==> config.mk <==
export PLATFORM = sky130hd
export DESIGN_NAME = mbs_exec
export DESIGN_NICKNAME = d
export VERILOG_FILES = /design/src/rtl/mbs_pkg.sv /design/src/rtl/mbs_exec.sv
export VERILOG_INCLUDE_DIRS = /design/src /design/src/rtl
export SDC_FILE = /design/constraint.sdc
export NUM_CORES = 1
export LEC_CHECK = 0
export ABC_AREA = 1
export CAP_MARGIN = 20
export CORE_MARGIN = 2
export CORE_UTILIZATION = 37
export DETAILED_ROUTE_END_ITERATION = 10
export DONT_BUFFER_PORTS = 1
export GPL_TIMING_DRIVEN = 0
export SYNTH_ARGS = -nofsm -noshare
export SYNTH_HDL_FRONTEND = slang
export SYNTH_SLANG_ARGS = --single-unit
==> constraint.sdc <==
create_clock -name clk_sys -period 1.65 [get_ports clk_sys]
set_input_delay 0 -clock clk_sys [delete_from_list [all_inputs] [get_ports clk_sys]]
set_output_delay 0 -clock clk_sys [all_outputs]
set_load 0.01 [all_outputs]
==> src/rtl/mbs_params.svh <==
// Constants for the multiply, branch and skip execution block
`ifndef MBS_PARAMS_SVH
`define MBS_PARAMS_SVH

// ----------------------------------------------------------------
// Cycle counts per instruction class
// ----------------------------------------------------------------
`define MBS_CYC_MUL 3'h2
`define MBS_CYC_PTR_JMP 3'h2
`define MBS_CYC_REL_JMP 3'h2
`define MBS_CYC_ABS_JMP 3'h3
`define MBS_CYC_REL_CALL 3'h3
`define MBS_CYC_ABS_CALL 3'h4
`define MBS_CYC_CMP 3'h1
`define MBS_CYC_NO_SKIP 3'h1
`define MBS_CYC_SKIP_ONE 3'h2
`define MBS_CYC_SKIP_TWO 3'h3
`define MBS_CYC_BR_NOT 3'h1
`define MBS_CYC_BR_TAKEN 3'h2

// ----------------------------------------------------------------
// Program counter steps
// ----------------------------------------------------------------
`define MBS_PC_STEP 16'h0001
`define MBS_PC_SKIP_ONE 16'h0002
`define MBS_PC_SKIP_TWO 16'h0003

// ----------------------------------------------------------------
// Status flag bit positions
// ----------------------------------------------------------------
`define MBS_FLG_C 0
`define MBS_FLG_Z 1
`define MBS_FLG_N 2
`define MBS_FLG_V 3
`define MBS_FLG_S 4
`define MBS_FLG_H 5
`define MBS_FLG_T 6
`define MBS_FLG_I 7

// ----------------------------------------------------------------
// Reset values
// ----------------------------------------------------------------
`define MBS_RST_PC 16'h0000
`define MBS_RST_PROD 16'h0000
`define MBS_RST_FLAGS 8'h00
`define MBS_RST_CNT 3'h0

`endif

==> src/rtl/mbs_pkg.sv <==
// Types shared by the multiply, branch and skip execution block
package mbs_pkg;

  // ----------------------------------------------------------------
  // Decoded operations handed over by the decoder
  // ----------------------------------------------------------------
  typedef enum logic [5:0] {
    multiply_unsigned_op,
    multiply_signed_op,
    multiply_signed_by_unsigned_op,
    fractional_multiply_unsigned_op,
    fractional_multiply_signed_op,
    fractional_multiply_mixed_op,
    relative_jump_op,
    pointer_jump_op,
    absolute_jump_op,
    relative_call_op,
    absolute_call_op,
    compare_skip_equal_op,
    compare_op,
    compare_carry_op,
    compare_immediate_op,
    skip_reg_bit_clear_op,
    skip_reg_bit_set_op,
    skip_io_bit_clear_op,
    skip_io_bit_set_op,
    branch_flag_set_op,
    branch_flag_clear_op,
    branch_same_higher_op,
    branch_lower_op,
    branch_signed_less_op,
    branch_irq_enabled_op,
    branch_irq_disabled_op,
    branch_half_carry_set_op,
    branch_half_carry_clear_op,
    branch_transfer_bit_set_op,
    branch_transfer_bit_clear_op,
    branch_overflow_set_op,
    branch_overflow_clear_op
  } mbs_op_type;

  // Sequencer states
  typedef enum logic {
    st_idle,
    st_run
  } mbs_state_type;

endpackage : mbs_pkg

==> src/rtl/mbs_exec.sv <==
// Execution unit for multiply, jump, call, compare, skip and branch operations
//
// How it works
// - Integer multiplies take two cycles, product to pair one:zero, only Z and C change.
// - Fractional multiplies take two cycles, product shifted left one, Z and C change.
// - Pointer jump loads PC from the Z pointer in two cycles, flags untouched.
// - Relative call sets PC to PC plus offset plus one in three cycles.
// - Absolute call takes four cycles, absolute jump three, no flag changes.
// - Compare-skip-equal advances PC by 2 or 3 when equal, 1/2/3 cycles.
// - Compares form the difference unstored, update Z N V C H in one cycle.
// - Register bit skips test one bit and skip on clear or set.
// - I/O bit skips test one I/O bit and skip on set or clear.
// - Generic branch tests selected flag, target PC plus offset plus one, 1/2 cycles.
// - Same-or-higher branches on carry zero, lower branches on carry one.
// - Signed less-than branches when negative XOR overflow is one.
// - Interrupt branches test the global enable flag for one or zero.
// - Half-carry branches test the half-carry flag for one or zero.
// - Transfer-bit branches test the T flag for one or zero.
// - Overflow branches test the overflow flag for one or zero.
`timescale 1ns/1ps
`include "mbs_params.svh"

module mbs_exec (
  input wire logic clk_sys,
  input wire logic sys_rst,
  input wire logic start,
  input wire mbs_pkg::mbs_op_type op,
  input wire logic [7:0] opd_a,
  input wire logic [7:0] source_operand,
  input wire logic [2:0] bit_sel,
  input wire logic [7:0] io_val,
  input wire logic [11:0] rel_off,
  input wire logic [15:0] abs_target,
  input wire logic [15:0] z_ptr,
  input wire logic [15:0] pc_in,
  input wire logic [7:0] status_flags_register,
  input wire logic next_two_word,
  output logic busy_r,
  output logic done_r,
  output logic pc_load_r,
  output logic [15:0] pc_out_r,
  output logic prod_we_r,
  output logic [15:0] product_register_pair,
  output logic flags_we_r,
  output logic [7:0] flags_out_r
);

  // ----------------------------------------------------------------
  // Helper functions
  // ----------------------------------------------------------------
  // Flag test shared by every flag-driven branch
  function automatic logic branch_cond(input mbs_pkg::mbs_op_type o, input logic [7:0] f,
                                       input logic [2:0] s);
    case (o)
      mbs_pkg::branch_flag_set_op: branch_cond = f[s];
      mbs_pkg::branch_flag_clear_op: branch_cond = !f[s];
      mbs_pkg::branch_same_higher_op: branch_cond = !f[`MBS_FLG_C];
      mbs_pkg::branch_lower_op: branch_cond = f[`MBS_FLG_C];
      mbs_pkg::branch_signed_less_op: branch_cond = f[`MBS_FLG_N] ^ f[`MBS_FLG_V];
      mbs_pkg::branch_irq_enabled_op: branch_cond = f[`MBS_FLG_I];
      mbs_pkg::branch_irq_disabled_op: branch_cond = !f[`MBS_FLG_I];
      mbs_pkg::branch_half_carry_set_op: branch_cond = f[`MBS_FLG_H];
      mbs_pkg::branch_half_carry_clear_op: branch_cond = !f[`MBS_FLG_H];
      mbs_pkg::branch_transfer_bit_set_op: branch_cond = f[`MBS_FLG_T];
      mbs_pkg::branch_transfer_bit_clear_op: branch_cond = !f[`MBS_FLG_T];
      mbs_pkg::branch_overflow_set_op: branch_cond = f[`MBS_FLG_V];
      mbs_pkg::branch_overflow_clear_op: branch_cond = !f[`MBS_FLG_V];
      default: branch_cond = 1'b0;
    endcase
  endfunction : branch_cond

  // Relative target, also used by the checks below
  function automatic logic [15:0] rel_target(input logic [15:0] pc, input logic [11:0] k);
    rel_target = pc + {{4{k[11]}}, k} + `MBS_PC_STEP;
  endfunction : rel_target

  // ----------------------------------------------------------------
  // Datapath terms
  // ----------------------------------------------------------------
  logic sign_a;
  logic sign_b;
  logic frac;
  logic signed [17:0] prod_full;
  logic [15:0] prod_res;
  logic cmp_cin;
  logic [7:0] diff;
  logic skip_cond;
  logic [15:0] skip_pc;
  logic [2:0] skip_cyc;
  logic br_taken;

  // Operand signedness and fractional shift per multiply flavour
  always_comb begin
    sign_a = (op == mbs_pkg::multiply_signed_op) ||
             (op == mbs_pkg::multiply_signed_by_unsigned_op) ||
             (op == mbs_pkg::fractional_multiply_signed_op) ||
             (op == mbs_pkg::fractional_multiply_mixed_op);
    sign_b = (op == mbs_pkg::multiply_signed_op) ||
             (op == mbs_pkg::fractional_multiply_signed_op);
    frac = (op == mbs_pkg::fractional_multiply_unsigned_op) ||
           (op == mbs_pkg::fractional_multiply_signed_op) ||
           (op == mbs_pkg::fractional_multiply_mixed_op);
  end

  // One 9x9 signed multiplier covers all six flavours by extending operands
  assign prod_full = $signed({sign_a & opd_a[7], opd_a}) *
                     $signed({sign_b & source_operand[7], source_operand});
  assign prod_res = frac ? {prod_full[14:0], 1'b0} : prod_full[15:0];

  // Carry-in only for compare with carry
  assign cmp_cin = (op == mbs_pkg::compare_carry_op) & status_flags_register[`MBS_FLG_C];
  assign diff = opd_a - source_operand - {7'h00, cmp_cin};

  // Skip condition and the PC step over one- or two-word instructions
  always_comb begin
    case (op)
      mbs_pkg::compare_skip_equal_op: skip_cond = (opd_a == source_operand);
      mbs_pkg::skip_reg_bit_clear_op: skip_cond = !source_operand[bit_sel];
      mbs_pkg::skip_reg_bit_set_op: skip_cond = source_operand[bit_sel];
      mbs_pkg::skip_io_bit_clear_op: skip_cond = !io_val[bit_sel];
      mbs_pkg::skip_io_bit_set_op: skip_cond = io_val[bit_sel];
      default: skip_cond = 1'b0;
    endcase
    if (!skip_cond) begin
      skip_pc = pc_in + `MBS_PC_STEP;
      skip_cyc = `MBS_CYC_NO_SKIP;
    end else if (next_two_word) begin
      skip_pc = pc_in + `MBS_PC_SKIP_TWO;
      skip_cyc = `MBS_CYC_SKIP_TWO;
    end else begin
      skip_pc = pc_in + `MBS_PC_SKIP_ONE;
      skip_cyc = `MBS_CYC_SKIP_ONE;
    end
  end

  assign br_taken = branch_cond(op, status_flags_register, bit_sel);

  // ----------------------------------------------------------------
  // Sequencer
  // ----------------------------------------------------------------
  mbs_pkg::mbs_state_type state_r;
  mbs_pkg::mbs_state_type state_nxt;
  logic [2:0] cnt_r;
  logic [2:0] cnt_nxt;
  logic busy_nxt;
  logic done_nxt;
  logic pc_load_nxt;
  logic [15:0] pc_out_nxt;
  logic prod_we_nxt;
  logic [15:0] prod_nxt;
  logic flags_we_nxt;
  logic [7:0] flags_out_nxt;
  logic pend_prod_r;
  logic pend_prod_nxt;
  logic pend_flags_r;
  logic pend_flags_nxt;
  logic [2:0] cyc;
  logic take;

  assign take = start && (state_r == mbs_pkg::st_idle);

  // Results are latched at acceptance; strobes fire only when the count expires
  always_comb begin
    state_nxt = state_r;
    cnt_nxt = cnt_r;
    done_nxt = 1'b0;
    pc_load_nxt = 1'b0;
    prod_we_nxt = 1'b0;
    flags_we_nxt = 1'b0;
    pc_out_nxt = pc_out_r;
    prod_nxt = product_register_pair;
    flags_out_nxt = flags_out_r;
    pend_prod_nxt = pend_prod_r;
    pend_flags_nxt = pend_flags_r;
    cyc = `MBS_CYC_CMP;
    case (state_r)
      mbs_pkg::st_idle: begin
        if (start) begin
          pend_prod_nxt = 1'b0;
          pend_flags_nxt = 1'b0;
          flags_out_nxt = status_flags_register;
          pc_out_nxt = pc_in + `MBS_PC_STEP;
          case (op)
            mbs_pkg::multiply_unsigned_op, mbs_pkg::multiply_signed_op,
            mbs_pkg::multiply_signed_by_unsigned_op, mbs_pkg::fractional_multiply_unsigned_op,
            mbs_pkg::fractional_multiply_signed_op, mbs_pkg::fractional_multiply_mixed_op: begin
              cyc = `MBS_CYC_MUL;
              prod_nxt = prod_res;
              pend_prod_nxt = 1'b1;
              pend_flags_nxt = 1'b1;
              flags_out_nxt[`MBS_FLG_C] = prod_full[15];
              flags_out_nxt[`MBS_FLG_Z] = (prod_res == 16'h0000);
            end
            mbs_pkg::relative_jump_op: begin
              cyc = `MBS_CYC_REL_JMP;
              pc_out_nxt = rel_target(pc_in, rel_off);
            end
            mbs_pkg::pointer_jump_op: begin
              cyc = `MBS_CYC_PTR_JMP;
              pc_out_nxt = z_ptr;
            end
            mbs_pkg::absolute_jump_op: begin
              cyc = `MBS_CYC_ABS_JMP;
              pc_out_nxt = abs_target;
            end
            mbs_pkg::relative_call_op: begin
              cyc = `MBS_CYC_REL_CALL;
              pc_out_nxt = rel_target(pc_in, rel_off);
            end
            mbs_pkg::absolute_call_op: begin
              cyc = `MBS_CYC_ABS_CALL;
              pc_out_nxt = abs_target;
            end
            mbs_pkg::compare_op, mbs_pkg::compare_carry_op, mbs_pkg::compare_immediate_op: begin
              cyc = `MBS_CYC_CMP;
              pend_flags_nxt = 1'b1;
              flags_out_nxt[`MBS_FLG_N] = diff[7];
              flags_out_nxt[`MBS_FLG_H] = (!opd_a[3] & source_operand[3]) |
                (source_operand[3] & diff[3]) | (diff[3] & !opd_a[3]);
              flags_out_nxt[`MBS_FLG_V] = (opd_a[7] & !source_operand[7] & !diff[7]) |
                (!opd_a[7] & source_operand[7] & diff[7]);
              flags_out_nxt[`MBS_FLG_C] = (!opd_a[7] & source_operand[7]) |
                (source_operand[7] & diff[7]) | (diff[7] & !opd_a[7]);
              // With carry, zero only survives a chain of zero bytes
              flags_out_nxt[`MBS_FLG_Z] = (diff == 8'h00) &&
                ((op != mbs_pkg::compare_carry_op) || status_flags_register[`MBS_FLG_Z]);
            end
            mbs_pkg::compare_skip_equal_op, mbs_pkg::skip_reg_bit_clear_op,
            mbs_pkg::skip_reg_bit_set_op, mbs_pkg::skip_io_bit_clear_op,
            mbs_pkg::skip_io_bit_set_op: begin
              cyc = skip_cyc;
              pc_out_nxt = skip_pc;
            end
            default: begin
              // Every remaining code is a flag-driven branch
              cyc = br_taken ? `MBS_CYC_BR_TAKEN : `MBS_CYC_BR_NOT;
              if (br_taken) begin
                pc_out_nxt = rel_target(pc_in, rel_off);
              end
            end
          endcase
          cnt_nxt = cyc - 3'h1;
          state_nxt = mbs_pkg::st_run;
        end
      end
      mbs_pkg::st_run: begin
        if (cnt_r == 3'h0) begin
          done_nxt = 1'b1;
          pc_load_nxt = 1'b1;
          prod_we_nxt = pend_prod_r;
          flags_we_nxt = pend_flags_r;
          state_nxt = mbs_pkg::st_idle;
        end else begin
          cnt_nxt = cnt_r - 3'h1;
        end
      end
      default: state_nxt = mbs_pkg::st_idle;
    endcase
    busy_nxt = (state_nxt == mbs_pkg::st_run);
  end

  // Register stage; all outputs come straight from here
  always_ff @(posedge clk_sys or posedge sys_rst) begin
    if (sys_rst) begin
      state_r <= mbs_pkg::st_idle;
      cnt_r <= `MBS_RST_CNT;
      busy_r <= 1'b0;
      done_r <= 1'b0;
      pc_load_r <= 1'b0;
      pc_out_r <= `MBS_RST_PC;
      prod_we_r <= 1'b0;
      product_register_pair <= `MBS_RST_PROD;
      flags_we_r <= 1'b0;
      flags_out_r <= `MBS_RST_FLAGS;
      pend_prod_r <= 1'b0;
      pend_flags_r <= 1'b0;
    end else begin
      state_r <= state_nxt;
      cnt_r <= cnt_nxt;
      busy_r <= busy_nxt;
      done_r <= done_nxt;
      pc_load_r <= pc_load_nxt;
      pc_out_r <= pc_out_nxt;
      prod_we_r <= prod_we_nxt;
      product_register_pair <= prod_nxt;
      flags_we_r <= flags_we_nxt;
      flags_out_r <= flags_out_nxt;
      pend_prod_r <= pend_prod_nxt;
      pend_flags_r <= pend_flags_nxt;
    end
  end
endmodule : mbs_exec

==> results.cfg <==
[setup_path]
reg2reg_from = state_r
critPathCaptureType = register
cp.buffers_inverters = 4
critical_path.startpoint_type = input pin
path_delay_family = adder cells
path_class = input pin to register
slowest_stage = fa_1
slowest_delay_ns = 0.50
worstRegToRegCells = 7
r2r-end = pc_out_r[0]
arrival_ns = 4.64
required_ns = 1.88
rrSetupSlack_ns = 0.11
cpMostUsedCell = nand2_1
crit_fanout = 5

[min_path]
hold_end = flags_out_r[7]
hold_path_class = input pin to register
min_from = status_flags_register[7]
hold_depth = 2

[timing]
whs_ns = 0.0260
fin_skew_ns = 0.0113
period_minus_slack_ns = 4.40
relSlewSlack = 0.696
finalWorstSetupSlack_ns = -2.75
worst_slew_pin_slew_ns = 0.455
fmax_mhz = 227
drv_slew = 0
fin_crit_sh = 2.67
setup_viol = 20
timing.final.hold_violations = 0
grt_setup_unrepaired = true

[global_route]
grt_usage = 0.228
grt_pass1_vias = 8806
grt_max_degree = 40
overflow = 0
grt_pass1_wl_um = 46300
antenna_found_initial = 0

[place]
port_buffers = 0
gp_congestion = 0.925
place_hpwl_um = 23800

[floorplan]
rows = 56
die_area_um2 = 25300
ios = 150
start_util = 0.377
dieWidth_um = 159
coreArea_um2 = 23500
fp.dieH_um = 159

[synth]
ys_types = 50
synth-warning-count = 0
ys.flop_type = dfrtp_1
ys_ff_latch = 49
syn-instance-count = 1365
syn-cell-area_um2 = 8880
synth_edf_count = 0
yosysSeqAreaShare = 0.138
synth_nets = 1611
async_flop_share = 1.00
postSynthAreaPerCell_um2 = 6.51

[clocking]
cts_tree = built
cts_max_path_buffers = 2
cts.sinks = 49
htreeDepth = 2
cts_buffers = 5
cts-root-buf = clkbuf_16
clock_latency_ns = 0.29
clkTransAtPathRegs_ns = 0.07

[drt]
routed_wl_um = 29300
highest_layer = met4
drt-vias-per-instance = 5.07
wl_met3_um = 1930
ant_nets = 0
routedWlPerCell_um = 16.7
drt-met1-wl_um = 13100
vias = 8886
dr_wl_met2_um = 13500
drc = 0
drt_iter0_markers = 551
drt_first_pass_iters = 5

[run_status]
status = complete, but fails checks
failed_checks = setup timing

[layout]
syn_to_final_growth_pct = 27.8
nets = 1678
n_antenna_cell = 0
fillers = 2381
drive_gt1_frac = 0.243

[run]
maxCapViolations = 0

[pwr]
peakVddDrop_uv = 768
p_total_mw = 11.2
leakage_nw = 5.88
p_per_area_nw_per_um2 = 989
-- repair_timing --
| item | in CTS | in global routing |
|---|---|---|
| hold buffers | 9 | 1 |
| cloned | 0 | 2 |
| hold endpoints to repair | 59 | 1 |
| pin swaps | 53 | 69 |
| resized for setup | 124 | 138 |
| setup endpoints to repair | 43 | 41 |
| setup buffers | 28 | 22 |
-- layout make-up --
type	count	area, µm²	area share
Tap cell	319	399	0.0352
Timing Repair Buffer	60	559	0.0493
Sequential cell	49	1230	0.108
Buffer	37	408	0.0359
Inverter	259	1030	0.0907
Clock buffer	5	125	0.0110
Multi-Input combinational cell	1020	7570	0.667
Clock inverter	3	28.8	0.00254
-- layer usage --
layer / vias to the layer above / track usage
li1: 4411 / -
met4: 0 / 0.0607
met5: - / 0
met2: 299 / 0.377
met3: 40 / 0.0320
met1: 4136 / 0.315
-- synth_stat cells, types with 3 or more instances --
master	number	area, µm²
xnor2_1	20	175
a22oi_1	5	37.5
or2_2	9	56.3
buf_2	13	65.1
clkbuf_1	17	63.8
inv_2	10	37.5
o21a_1	3	22.5
nor2_1	119	447
fa_1	66	1320
nand4_1	12	75.1
dfrtp_1	49	1230
nand2_1	376	1410
buf_6	4	45.0
o211ai_1	7	52.6
nor4_1	6	37.5
nor3_1	12	60.1
nor2_2	3	18.8
a21oi_1	49	245
nor2_4	3	33.8
nand3_1	120	601
nand3b_1	9	67.6
o21ai_1	3	15.0
ha_1	75	938
buf_4	4	30.0
xor2_1	29	254
a31oi_1	3	18.8
inv_1	247	927
nand2_2	7	43.8
a22o_1	6	52.6
o21ai_0	53	265
-- placed cells by master, fill, tap and decap left out, drive strengths merged --
cell type / count
o2111ai: 1
nand2: 385
a21boi: 1
a21oi: 50
o22a: 1
xor2: 29
fa: 66
o22ai: 2
o211ai: 7
nor4: 6
o21ai: 56
a221oi: 1
a21o: 1
a31oi: 3
nand3b: 9
nor2: 125
ha: 75
a22oi: 5
o21bai: 4
dfrtp: 49
buf: 70
dlygate4sd3: 10
o2bb2ai: 2
clkinv: 2
nand3: 121
a22o: 6
clkbuf: 22
xnor2: 20
a211oi: 1
inv: 258
or2: 10
nand4: 13
o21a: 3
clkinvlp: 2
nor3: 14
o221a: 1
o31ai: 2
-- per-stage QoR --
stage                      util  setup TNS [ns]  setup WS [ns]  area (µm²)  instances
after CTS                 0.451          -31.33          -2.76       10600       1729
after floorplan               -          -31.92          -2.78        9260       1365
after global placement    0.410          -52.95          -3.21        9660       1684
final                     0.482          -30.73          -2.75       11300       1752
after global routing      0.482          -34.19          -3.02       11300       1752
after detailed placement  0.411          -49.10          -3.25        9680       1685
-- worst max path at each step --
stage,from,endpoint,slack [ns],depth (start not counted)
CTS,op[5],flags_out_r[1],-2.76,27
floorplan,op[4],flags_out_r[1],-2.78,28
global route,op[4],flags_out_r[1],-3.02,28
finish,op[4],flags_out_r[1],-2.75,27
global placement,op[4],flags_out_r[1],-3.21,24
detailed placement,op[1],flags_out_r[1],-3.25,28
-- flip-flops by register name, indices dropped and copies added (netlist names) --
signal / count
cnt_r: 3
flags_out_r: 8
flags_we_r: 1
pc_load_r: 1
pc_out_r: 16
pend_flags_r: 1
pend_prod_r: 1
prod_we_r: 1
product_register_pair: 16
state_r: 1
-- report_power, final --
group          internal, mW  switching, mW  total [mW]
logic                  3.46           4.18        7.64
clock network         0.582          0.492        1.07
registers              1.74          0.769        2.51
-- logic make-up after synthesis --
logic type / Yosys count / synth area share
fa+ha+maj: 141 / 0.254
xor+xnor: 49 / 0.0483
flops: 49 / 0.138
simple gates: 683 / 0.330
compound gates: 146 / 0.0969
buf+inv: 297 / 0.132
(Power assumes the default switching activity.)
